[src/logic/scp_pkg.sv]
// Constants, field layouts and state codes shared by the serial configuration port.
// Assumes every user imports the whole package.
package scp_pkg;
  // ==========================================================================
  // Register addresses on the 13-bit serial address space.
  localparam int ADDR_W = 13;
  localparam logic [12:0] ADDR_SETUP = 13'h000;
  localparam logic [12:0] ADDR_VARIANT = 13'h003;
  localparam logic [12:0] ADDR_RB_SEL = 13'h004;
  localparam logic [12:0] ADDR_BUF_CTRL = 13'h230;
  localparam logic [12:0] ADDR_UPDATE = 13'h232;
  // ==========================================================================
  // Field positions.
  localparam int SETUP_SEP_BIT = 0;
  localparam int SETUP_LSB_BIT = 1;
  localparam int SETUP_SRST_BIT = 2;
  localparam int SETUP_LONG_BIT = 3;
  localparam int RB_ACTIVE_BIT = 0;
  localparam int UPDATE_BIT = 0;
  localparam int INST_RW_BIT = 15;
  localparam int INST_CNT_HI = 14;
  localparam int INST_CNT_LO = 13;
  // ==========================================================================
  // Reset values and codes.
  localparam logic [7:0] SETUP_RST = 8'h18;
  localparam logic RB_SEL_RST = 1'b0;
  localparam logic [7:0] CTRL_RST = 8'h00;
  localparam logic [7:0] VARIANT_DEFAULT = 8'h5a;  // Arbitrary value.
  localparam logic [2:0] PIN_IDLE = 3'h1;
  localparam logic [1:0] CNT_STREAM = 2'h3;
  // ==========================================================================
  // Bit counts of the long instruction and of one data byte.
  localparam logic [4:0] INST_BITS = 5'h10;
  localparam logic [4:0] BYTE_BITS = 5'h08;
  // ==========================================================================
  // Transfer states.
  typedef enum logic [4:0] {
    ST_IDLE = 5'b00001,
    ST_INST = 5'b00010,
    ST_WRITE = 5'b00100,
    ST_READ = 5'b01000,
    ST_DONE = 5'b10000
  } scp_state_t;
endpackage : scp_pkg

[src/logic/scp_reg_if.sv]
// Register access bundle between the serial engine and the register file.
// Assumes both ends run on the same clock.
`timescale 1ns/1ps
interface scp_reg_if;
  import scp_pkg::*;
  logic wr_stb;  // One-cycle write strobe.
  logic [ADDR_W-1:0] addr;  // Register address.
  logic [7:0] wdata;  // Write byte.
  logic [7:0] rdata;  // Read byte for addr.
  logic lsb_first;  // Bit order and step direction.
  logic separate_output_pin_enable;  // Read data on the separate pin.
  modport master(output wr_stb, addr, wdata, input rdata, lsb_first,
                 separate_output_pin_enable);
  modport slave(input wr_stb, addr, wdata, output rdata, lsb_first,
                separate_output_pin_enable);
endinterface : scp_reg_if

[src/logic/scp_regs.sv]
// Register file: setup, variant code, bank select, buffered and active control.
// Assumes a single-cycle write strobe from the serial engine.
`timescale 1ns/1ps
module scp_regs
  import scp_pkg::*;
#(
  parameter logic [7:0] VARIANT = VARIANT_DEFAULT  // Arbitrary value.
) (
  // Clock and reset.
  input wire logic clk_i,
  input wire logic rst_n_i,
  // Register access.
  scp_reg_if.slave bus,
  // Device side.
  output logic [7:0] active_o,
  output logic soft_reset_o
);
  logic [7:0] setup;  // Port setup byte, stored as written.
  logic rb_sel;  // Readback bank select.
  logic [7:0] buf_ctrl;  // Written but not yet applied.
  logic wr_setup, wr_rb, wr_buf, wr_upd;

  assign wr_setup = bus.wr_stb && bus.addr == ADDR_SETUP;
  assign wr_rb = bus.wr_stb && bus.addr == ADDR_RB_SEL;
  assign wr_buf = bus.wr_stb && bus.addr == ADDR_BUF_CTRL;
  assign wr_upd = bus.wr_stb && bus.addr == ADDR_UPDATE && bus.wdata[UPDATE_BIT];
  // Only the low nibble steers; the long-form bit is ignored by design.
  assign soft_reset_o = setup[SETUP_SRST_BIT];
  assign bus.lsb_first = setup[SETUP_LSB_BIT];
  assign bus.separate_output_pin_enable = setup[SETUP_SEP_BIT];

  // ==========================================================================
  // Setup is outside soft reset, otherwise the reset bit would clear itself.
  always_ff @(posedge clk_i or negedge rst_n_i) begin
    if (!rst_n_i) begin
      setup <= SETUP_RST;
    end else if (wr_setup) begin
      setup <= bus.wdata;
    end
  end

  // Other registers stay at defaults while the soft reset bit is set.
  always_ff @(posedge clk_i or negedge rst_n_i) begin
    if (!rst_n_i) begin
      rb_sel <= RB_SEL_RST;
      buf_ctrl <= CTRL_RST;
      active_o <= CTRL_RST;
    end else if (soft_reset_o) begin
      rb_sel <= RB_SEL_RST;
      buf_ctrl <= CTRL_RST;
      active_o <= CTRL_RST;
    end else begin
      if (wr_rb) rb_sel <= bus.wdata[RB_ACTIVE_BIT];
      if (wr_buf) buf_ctrl <= bus.wdata;
      if (wr_upd) active_o <= buf_ctrl;
    end
  end

  // ==========================================================================
  // Readback; update reads zero since it clears itself.
  always_comb begin
    case (bus.addr)
      ADDR_SETUP: bus.rdata = setup;
      ADDR_VARIANT: bus.rdata = VARIANT;
      ADDR_RB_SEL: bus.rdata = {7'h00, rb_sel};
      ADDR_BUF_CTRL: bus.rdata = rb_sel ? active_o : buf_ctrl;
      default: bus.rdata = 8'h00;
    endcase
  end
endmodule : scp_regs

[src/logic/scp_shifter.sv]
// Bidirectional shift register for serial receive and transmit.
// Assumes load and shift are never asserted together.
`timescale 1ns/1ps
module scp_shifter
  import scp_pkg::*;
#(
  parameter int WIDTH = 8
) (
  // Clock and reset.
  input wire logic clk_i,
  input wire logic rst_n_i,
  // Control.
  input wire logic load_i,
  input wire logic [WIDTH-1:0] load_val_i,
  input wire logic shift_i,
  input wire logic ser_i,
  input wire logic lsb_first_i,
  // Data.
  output logic [WIDTH-1:0] par_o,
  output logic ser_o
);
  // ==========================================================================
  // Shift toward the low end when LSB first, so the last bit lands on top.
  always_ff @(posedge clk_i or negedge rst_n_i) begin
    if (!rst_n_i) begin
      par_o <= '0;
    end else if (load_i) begin
      par_o <= load_val_i;
    end else if (shift_i) begin
      par_o <= lsb_first_i ? {ser_i, par_o[WIDTH-1:1]} : {par_o[WIDTH-2:0], ser_i};
    end
  end

  // The bit that leaves next.
  assign ser_o = lsb_first_i ? par_o[0] : par_o[WIDTH-1];
endmodule : scp_shifter

[src/logic/scp_top.sv]
// Serial configuration port of a clock generator: pin engine and registers.
// Assumes the host keeps SCLK high and low at least four clk_i cycles each.
//
// What this block does
// Host mirrors low nibble into high nibble.
// Only 16-bit instructions; host keeps bit 3.
// Soft reset bit holds defaults until cleared.
// Bit 1 low: MSB first, address steps down.
// Bit 1 high: LSB first, address steps up.
// Bit 0 low: shared pin, output pin released.
// Bit 0 high: read data on output pin.
// Read-only variant code byte, writes ignored.
// Select low: reads return buffered copies.
// Select high: reads return active copies.
// Buffered writes apply on update command.
`timescale 1ns/1ps
module scp_top
  import scp_pkg::*;
#(
  parameter logic [7:0] VARIANT = VARIANT_DEFAULT  // Arbitrary value.
) (
  // Clock and reset.
  input wire logic clk_i,
  input wire logic rst_n_i,
  // Serial port pins.
  input wire logic sel_n_i,
  input wire logic sclk_i,
  input wire logic data_io_i,
  output logic data_io_o,
  output logic data_io_oe_o,
  output logic serial_out_pin_o,
  output logic serial_out_pin_oe_o,
  // Device side.
  output logic [7:0] active_ctrl_o,
  output logic soft_reset_o
);
  // ==========================================================================
  // Helpers.

  // Next address after one byte, in the direction set by bit order.
  function automatic logic [ADDR_W-1:0] step_addr(input logic [ADDR_W-1:0] a,
                                                 input logic lsb);
    step_addr = lsb ? ADDR_W'(a + 13'h1) : ADDR_W'(a - 13'h1);
  endfunction : step_addr

  // Received byte: LSB-first bits gather at the top of the shifter.
  function automatic logic [7:0] rx_byte(input logic [15:0] p, input logic lsb);
    rx_byte = lsb ? p[15:8] : p[7:0];
  endfunction : rx_byte

  // ==========================================================================
  // Reset release.

  logic rst_q1;  // First release stage.
  logic rst_n;  // Synchronised reset used everywhere else.

  // Assert at once, release two edges later so no flop sees a runt release.
  always_ff @(posedge clk_i or negedge rst_n_i) begin
    if (!rst_n_i) begin
      rst_q1 <= 1'b0;
      rst_n <= 1'b0;
    end else begin
      rst_q1 <= 1'b1;
      rst_n <= rst_q1;
    end
  end

  // ==========================================================================
  // Pin synchronisers: order is {data, sclk, select}.

  logic [2:0] pin_m;  // First stage, read only by the second.
  logic [2:0] pin_s;  // Second stage, safe to use.
  logic sclk_d;  // Delayed sclk for edge detection.
  logic sel_act;  // Chip select active.
  logic din;  // Sampled data pin.
  logic rise;  // Serial clock rising edge.
  logic fall;  // Serial clock falling edge.

  // Pins come from another domain, so two flops before any use.
  always_ff @(posedge clk_i or negedge rst_n) begin
    if (!rst_n) begin
      pin_m <= PIN_IDLE;
      pin_s <= PIN_IDLE;
      sclk_d <= 1'b0;
    end else begin
      pin_m <= {data_io_i, sclk_i, sel_n_i};
      pin_s <= pin_m;
      sclk_d <= pin_s[1];
    end
  end

  assign sel_act = !pin_s[0];
  assign din = pin_s[2];
  assign rise = pin_s[1] && !sclk_d;
  assign fall = !pin_s[1] && sclk_d;

  // ==========================================================================
  // Register file and shifters.

  scp_reg_if rif();

  logic [15:0] rx_par;  // Receive shifter contents.
  logic [7:0] tx_unused;  // Transmit shifter contents, not read.
  logic tx_ser;  // Next transmit bit.
  logic rx_shift;  // Sample one bit in.
  logic tx_shift;  // Move to the next transmit bit.
  logic load_pend;  // Load the transmit shifter this cycle.
  scp_state_t state;  // Transfer state.
  logic [4:0] bit_cnt;  // Rising edges in the current field.
  logic [ADDR_W-1:0] addr;  // Current register address.
  logic [ADDR_W-1:0] wr_addr;  // Address held for the write strobe.
  logic [7:0] wr_data;  // Byte held for the write strobe.
  logic wr_stb;  // Write strobe.
  logic [1:0] bytes_left;  // Bytes after the current one.
  logic stream;  // Transfer runs until select rises.
  logic inst_done;  // Sixteen instruction bits in.
  logic byte_done;  // Eight data bits moved.
  logic last_byte;  // Current byte is the last one.
  logic in_data;  // In a data phase.

  scp_regs #(
    .VARIANT(VARIANT)
  ) u_regs (
    .clk_i(clk_i),
    .rst_n_i(rst_n),
    .bus(rif.slave),
    .active_o(active_ctrl_o),
    .soft_reset_o(soft_reset_o)
  );

  // Instruction and write data share one receiver.
  scp_shifter #(
    .WIDTH(16)
  ) u_rx (
    .clk_i(clk_i),
    .rst_n_i(rst_n),
    .load_i(1'b0),
    .load_val_i(16'h0000),
    .shift_i(rx_shift),
    .ser_i(din),
    .lsb_first_i(rif.lsb_first),
    .par_o(rx_par),
    .ser_o()
  );

  scp_shifter #(
    .WIDTH(8)
  ) u_tx (
    .clk_i(clk_i),
    .rst_n_i(rst_n),
    .load_i(load_pend),
    .load_val_i(rif.rdata),
    .shift_i(tx_shift),
    .ser_i(1'b0),
    .lsb_first_i(rif.lsb_first),
    .par_o(tx_unused),
    .ser_o(tx_ser)
  );

  // The write strobe borrows its own held address for one cycle.
  assign rif.wr_stb = wr_stb;
  assign rif.addr = wr_stb ? wr_addr : addr;
  assign rif.wdata = wr_data;

  assign in_data = state == ST_WRITE || state == ST_READ;
  assign inst_done = state == ST_INST && bit_cnt == INST_BITS;
  assign byte_done = in_data && bit_cnt == BYTE_BITS;
  assign last_byte = !stream && bytes_left == 2'h0;
  assign rx_shift = rise && (state == ST_INST || state == ST_WRITE);
  assign tx_shift = fall && state == ST_READ && !load_pend;

  // ==========================================================================
  // Transfer state. Bit 3 is not consulted: the port is long-form only.
  always_ff @(posedge clk_i or negedge rst_n) begin
    if (!rst_n) begin
      state <= ST_IDLE;
    end else if (!sel_act) begin
      state <= ST_IDLE;
    end else begin
      case (state)
        ST_IDLE: begin
          state <= ST_INST;
        end
        ST_INST: begin
          if (inst_done) begin
            state <= rx_par[INST_RW_BIT] ? ST_READ : ST_WRITE;
          end
        end
        ST_WRITE, ST_READ: begin
          if (byte_done && last_byte) begin
            state <= ST_DONE;
          end
        end
        ST_DONE: begin
          state <= ST_DONE;
        end
        default: begin
          state <= ST_IDLE;
        end
      endcase
    end
  end

  // Edge counter, cleared at each field boundary.
  always_ff @(posedge clk_i or negedge rst_n) begin
    if (!rst_n) begin
      bit_cnt <= 5'h00;
    end else if (!sel_act || inst_done || byte_done) begin
      bit_cnt <= 5'h00;
    end else if (rise && (state == ST_INST || in_data)) begin
      bit_cnt <= bit_cnt + 5'h01;
    end
  end

  // Address and byte count: taken from the instruction, then stepped.
  always_ff @(posedge clk_i or negedge rst_n) begin
    if (!rst_n) begin
      addr <= '0;
      bytes_left <= 2'h0;
      stream <= 1'b0;
    end else if (inst_done) begin
      addr <= rx_par[ADDR_W-1:0];
      bytes_left <= rx_par[INST_CNT_HI:INST_CNT_LO];
      stream <= rx_par[INST_CNT_HI:INST_CNT_LO] == CNT_STREAM;
    end else if (byte_done) begin
      addr <= step_addr(addr, rif.lsb_first);
      if (!stream) begin
        bytes_left <= bytes_left - 2'h1;
      end
    end
  end

  // Write strobe with the address the byte belongs to.
  always_ff @(posedge clk_i or negedge rst_n) begin
    if (!rst_n) begin
      wr_stb <= 1'b0;
      wr_addr <= '0;
      wr_data <= 8'h00;
    end else begin
      wr_stb <= byte_done && state == ST_WRITE;
      wr_addr <= addr;
      wr_data <= rx_byte(rx_par, rif.lsb_first);
    end
  end

  // Load one cycle after the address settles, well before the next fall.
  always_ff @(posedge clk_i or negedge rst_n) begin
    if (!rst_n) begin
      load_pend <= 1'b0;
    end else begin
      load_pend <= (inst_done && rx_par[INST_RW_BIT])
                   || (state == ST_READ && byte_done && !last_byte);
    end
  end

  // ==========================================================================
  // Pin drivers. Both carry the bit; the enables pick the pin.
  always_ff @(posedge clk_i or negedge rst_n) begin
    if (!rst_n) begin
      data_io_o <= 1'b0;
      serial_out_pin_o <= 1'b0;
      data_io_oe_o <= 1'b0;
      serial_out_pin_oe_o <= 1'b0;
    end else begin
      data_io_oe_o <= state == ST_READ && !rif.separate_output_pin_enable;
      serial_out_pin_oe_o <= state == ST_READ && rif.separate_output_pin_enable;
      if (tx_shift) begin
        data_io_o <= tx_ser;
        serial_out_pin_o <= tx_ser;
      end
    end
  end
endmodule : scp_top

[config.mk]
export PLATFORM = sky130hd
export DESIGN_NAME = scp_top
export DESIGN_NICKNAME = d
export VERILOG_FILES = /design/src/logic/scp_pkg.sv /design/src/logic/scp_reg_if.sv /design/src/logic/scp_regs.sv /design/src/logic/scp_shifter.sv /design/src/logic/scp_top.sv
export SDC_FILE = /design/constraint.sdc
export NUM_CORES = 1
export LEC_CHECK = 0
export BUFFER_PORTS_ARGS = -buffer_cell sky130_fd_sc_hd__buf_2
export CAP_MARGIN = 10
export CORE_MARGIN = 2
export CORE_UTILIZATION = 45
export DETAILED_ROUTE_END_ITERATION = 8
export GPL_ROUTABILITY_DRIVEN = 0
export SLEW_MARGIN = 20
export SYNTH_ARGS = -nofsm -noshare
export SYNTH_HDL_FRONTEND = slang
export SYNTH_HIERARCHICAL = 1
export SYNTH_SLANG_ARGS = --single-unit
[constraint.sdc]
create_clock -name clk_i -period 3.2 [get_ports clk_i]
set_clock_uncertainty 0.15 [all_clocks]
set_input_delay 0.32 -clock clk_i [delete_from_list [all_inputs] [get_ports clk_i]]
set_output_delay 0.32 -clock clk_i [all_outputs]
set_load 0.02 [all_outputs]
Word level (Yosys, flattened, before mapping) --
Index checks and enable logic that the tools add are counted.
Storage, ports and cells: output and inout port bits 13, bits in registers 110, input port bits 5
Operators by class: multiplexer cells 28, add/subtract/negate cells 4, equal/unequal tests 15, reduce and logical (&&, ||, !) cells 44
Operators with widths (number):
- 2-to-1 mux 8 bit | 9
- 2-to-1 mux 13 bit | 4
- one-hot mux 8 bit (4 select lines) | 1
- equality test 13 x 10 -> 1 bit, second input constant | 2
- 2-to-1 mux 5 bit | 5
- logical AND 1 bit | 21
- one-hot mux 5 bit (4 select lines) | 1
- 2-to-1 mux 16 bit | 1
- adder 13 x 1 -> 13 bit, second input constant | 1
- equality test 13 x 2 -> 1 bit, second input constant | 1
- equality test 13 x 3 -> 1 bit, second input constant | 1
- zero test 13 bit | 1
- subtractor 13 x 1 -> 13 bit, second input constant | 1
- nonzero test 2 bit | 6
- equality test 5 x 4 -> 1 bit, second input constant | 2
- equality test 5 bit, second input constant | 2
- zero test 1 bit | 6
- logical OR 1 bit | 6
- 2-to-1 mux 2 bit | 3
- != test 3 bit, second input constant | 2
- adder 5 x 1 -> 5 bit, second input constant | 1
- equality test 5 x 1 -> 1 bit, second input constant | 1
- equality test 5 x 2 -> 1 bit, second input constant | 1
- equality test 5 x 3 -> 1 bit, second input constant | 1
- other kinds (8) | 11

Logic depth before layout (Yosys ltp) --
depth in word-level cells 7, gate-level depth with buffers 9, mapped depth without buffers 7

By module --
The synthesis kept the hierarchy.
By module, submodules not included:
- scp_top | cells an instance 276, times used 1, sequential area each 1530.2 um^2, area each 3189.3 um^2
- scp_regs | cells an instance 119, times used 1, sequential area each 628.1 um^2, area each 1317.5 um^2
- scp_shifter (u_rx) | cells an instance 90, times used 1, sequential area each 400.4 um^2, area each 1041.0 um^2
- scp_shifter (u_tx) | cells an instance 45, times used 1, sequential area each 200.2 um^2, area each 489.2 um^2

Worst setup path before layout --
No wires, ideal clock.
path kind register to register, start point register wr_stb, in the netlist rif.wr_stb, end point register u_regs.active_o[2], path slack 0.283 ns, path buffers 2, data arrival time 2.635 ns, cell stages (with the launch flop) 8, clock period less this slack 2.917 ns, required time 2.918 ns, path through dfrtp_1 buf_1 mux2_2 or4_4 buf_6 nor4_4 mux2i_1 nor2_1
On the way: word-level cells in the longest chain between the ends 5
Ends and longest elaborated chain:
- start, declared | line scp_top.sv:113 | logic wr_stb;
- start signal, assigned | line scp_top.sv:236 | wr_stb <= 1'b0;
- start signal, assigned | line scp_top.sv:240 | wr_stb <= byte_done && state == ST_WRITE;
- 2-to-1 mux 13 bit | line scp_top.sv:162 | assign rif.addr = wr_stb ? wr_addr : addr;
- net rif.addr[7] | line scp_reg_if.sv:7 | logic [ADDR_W-1:0] addr;
- equality test 13 x 10 -> 1 bit | line scp_regs.sv:26 | assign wr_upd = bus.wr_stb && bus.addr == ADDR_UPDATE && bus.wdata[UPDATE_BIT];
- logical AND 1 bit (2 in series) | line scp_regs.sv:26
- nonzero test 2 bit (no source line)
- end signal, assigned | line scp_regs.sv:55 | if (wr_upd) active_o <= buf_ctrl;
- end, declared | line scp_regs.sv:15 | output logic [7:0] active_o,
The timed path passes the listed nets, and every way through them passes these cells. A chain may end at the register's enable or synchronous reset.

Worst setup path in the final report --
start point register wr_stb, in the netlist rif.wr_stb, end point register u_tx.par_o[6]
On the way: word-level cells in the longest chain between the ends 4, elaborated cells on any way between the ends 7
Ends and longest elaborated chain:
- 2-to-1 mux 13 bit (*) | line scp_top.sv:162
- net rif.addr[3] | line scp_reg_if.sv:7
- equality test 13 x 10 -> 1 bit, or another cell as far along | line scp_regs.sv:62 | case (bus.addr)
- one-hot mux 8 bit (4 select lines) (*) | line scp_regs.sv:62
- net rif.rdata[6] | line scp_reg_if.sv:9 | logic [7:0] rdata;
- 2-to-1 mux 8 bit (*) | line scp_shifter.sv:27 | end else if (load_i) begin
- end signal, assigned | line scp_shifter.sv:28 | par_o <= load_val_i;
- end signal, assigned | line scp_shifter.sv:30 | par_o <= lsb_first_i ? {ser_i, par_o[WIDTH-1:1]} : {par_o[WIDTH-2:0], ser_i};
- end, declared | line scp_shifter.sv:19 | output logic [WIDTH-1:0] par_o,
Mark *: on every way through the listed nets, which the timed path passes. The rest lies on a longest branch.

==> results by group <==
Clock network
  – Max clock buf depth: 2
  – CTS Sinks: 110
  – Clock Latency Late Sink: 0.36 ns
  – CTS clk-pin slew, worst paths: 0.07 ns
  – Clock root cell: clkbuf_16
  – Htree depth: 3
  – CTS tree: done
  – CTS buffer count: 9
  – Cts repair resizes: 0

Setup path
  – Req. time, crit path: 3.31 ns
  – Delay of the slowest critical-path stage: 0.61 ns
  – CP Data Arrival Time: 2.97 ns
  – R2r worst-path depth: 7
  – Reg2reg end: u_tx/par_o[6]
  – Critical path capture point type: register
  – CP Depth: 7
  – Top Family by Delay on Critical Path: simple AND/OR/NAND/NOR gates
  – Crit path cell chain: mux2_2 -> or4_1 -> nor3_1 -> nand4_1 -> o22ai_1 -> nand2_1 -> o211ai_1
  – R2R Setup Slk: 0.35 ns
  – Startpoint Class: register
  – Critical path class: reg2reg
  – Crit path from: rif.wr_stb
  – CP bufs+invs: 0
  – CP endpoint: u_tx/par_o[6]
  – Worst-path fanout max: 12
  – Slowest CP cell: or4_1
  – R2r startpoint: rif.wr_stb

STA
  – Fin crit share: 89.1%
  – Slew HR: 42.7%
  – Final setup viols: 0
  – Pins Over Slew Limit: 0
  – Hold slack: 0.118 ns
  – Slew @ Worst Pin: 0.860 ns
  – RSZ-0062 raised after global routing: no
  – Post-route setup slack: 0.348 ns
  – Achievable frequency: 351 MHz
  – Fin. Hold Viols: 0
  – Final Critical Period: 2.85 ns
  – TNS Setup: 0 ns

Power and ir drop
  – Pwr Density: 424 mW/mm^2
  – Peak VDD IR: 0.309 mV
  – Pleak: 2.75 nW
  – Pwr Total: 2.81 mW

Global routing
  – Grt total ovfl: 0
  – Global Route Usage Sum: 18.7%
  – Vias in the first global route: 4038
  – Initial antenna violation count: 0
  – Pin count of the biggest net entering global routing: 63
  – Wire length of the first global-routing pass: 21000 um

Place
  – Placed insts: 726
  – Setup WS pre-CTS: 0.369 ns
  – Port Buffers: 17
  – Placed cell area: 0.00629 sq mm
  – Post-DP HPWL: 8750 um

Routing
  – Initial drt markers: 347
  – WL final: 12500 um
  – Vias: 4094
  – Router iterations before antenna repair: 4
  – Post-DRT Antenna Nets: 0
  – Drt drc: 0
  – Vias per cell: 5.49
  – Drt wl/cell: 16.8 um

Synthesis
  – Gate Count Post-Synth: 529
  – Syn Area/Cell: 11.4 sq um
  – Syn. warnings: 6
  – Mapped Area: 0.00603 sq mm

Finish
  – Layout cells sized above 1: 23.2%
  – Fillers: 1227
  – Fin util: 50.4%
  – Ant diodes: 0
  – Non-filler instance count after layout: 746
  – Layout net count: 585
  – Synthesis-to-finish area growth: 9.93%
  – Finished Cell Area: 0.00662 sq mm

Floorplan
  – Die Ht: 120 um
  – I/O pin cnt: 18
  – Die area: 0.0143 sq mm
  – Core ar.: 0.0131 sq mm
  – Initial cell density of the core: 45.9%
  – Rows: 42
  – DIE WIDTH: 120 um

Run status
  – Status: finished clean

Job
  – Max-Cap Viols: 0

Min path
  – Worst min path class: in2async
-- sequential cells by signal (all words and copies together) (netlist names) --
name / flops
addr: 13
bit_cnt: 5
bytes_left: 2
data_io_o: 1
data_io_oe_o: 1
load_pend: 1
pin_m: 3
pin_s: 3
rif.wdata: 8
rif.wr_stb: 1
rst_n: 1
rst_q1: 1
sclk_d: 1
serial_out_pin_oe_o: 1
state: 5
stream: 1
u_regs/active_o: 8
u_regs/buf_ctrl: 8
u_regs/rb_sel: 1
u_regs/setup: 8
u_rx/par_o: 16
u_tx/par_o: 8
wr_addr: 13
-- worst min path at each step --
stage | from | slack (ns) | cells past startpoint | end
final | rst_n_i | 0.12 | 2 | rst_n
after global routing | rst_n_i | 0.11 | 2 | rst_n
after CTS | rst_n_i | 0.1 | 2 | rst_n
after detailed placement | rst_n_i | -0.04 | 1 | rst_q1
after global placement | rst_n_i | -0.05 | 1 | rst_q1
after floorplan | rst_n_i | -0.13 | 0 | rst_n
-- layout make-up --
| class | count | area [sq um] | share of cell area, % |
|---|---|---|---|
| Clock buffer | 10 | 239 | 3.61 |
| Inverter | 10 | 37.5 | 0.567 |
| Clock inverter | 6 | 52.6 | 0.793 |
| Tap cell | 176 | 220 | 3.32 |
| Multi-Input combinational cell | 403 | 3100 | 46.8 |
| Sequential cell | 110 | 2760 | 41.7 |
| Timing Repair Buffer | 31 | 213 | 3.21 |
-- power breakdown --
part / switching [mW] / internal, mW
Sequential: 0.0866 / 1.44
Clock: 0.536 / 0.562
Combinational: 0.0885 / 0.0884
-- placed cells by master (no fill, tap or decap), drive strengths merged, types with 9 or more instances in the layout --
cell	instances
a21oi	14
a22oi	10
buf	27
clkbuf	10
conb	25
dfrtp	105
ha	14
inv	13
mux2	34
mux2i	50
nand2	40
nand3	13
nor2	35
nor3	13
o211ai	26
o21ai	16
or3b	24
xor2	9
-- repair_timing --
| action | 4_1_cts | 5_1_grt |
|---|---|---|
| setup buffers | 0 | 0 |
| hold buffers | 4 | 0 |
| endpoints found under the hold margin | 5 | 0 |
-- layer usage --
metal  share of wire (%)  track usage, %  vias to the layer above
met4                 1.9            6.40                        0
met1                  48            25.8                     2009
li1                    -               -                     1998
met5                   0               0                        -
met2                  46            29.2                       71
met3                 3.5            4.42                       16
Power figures use the tool's default switching activity.
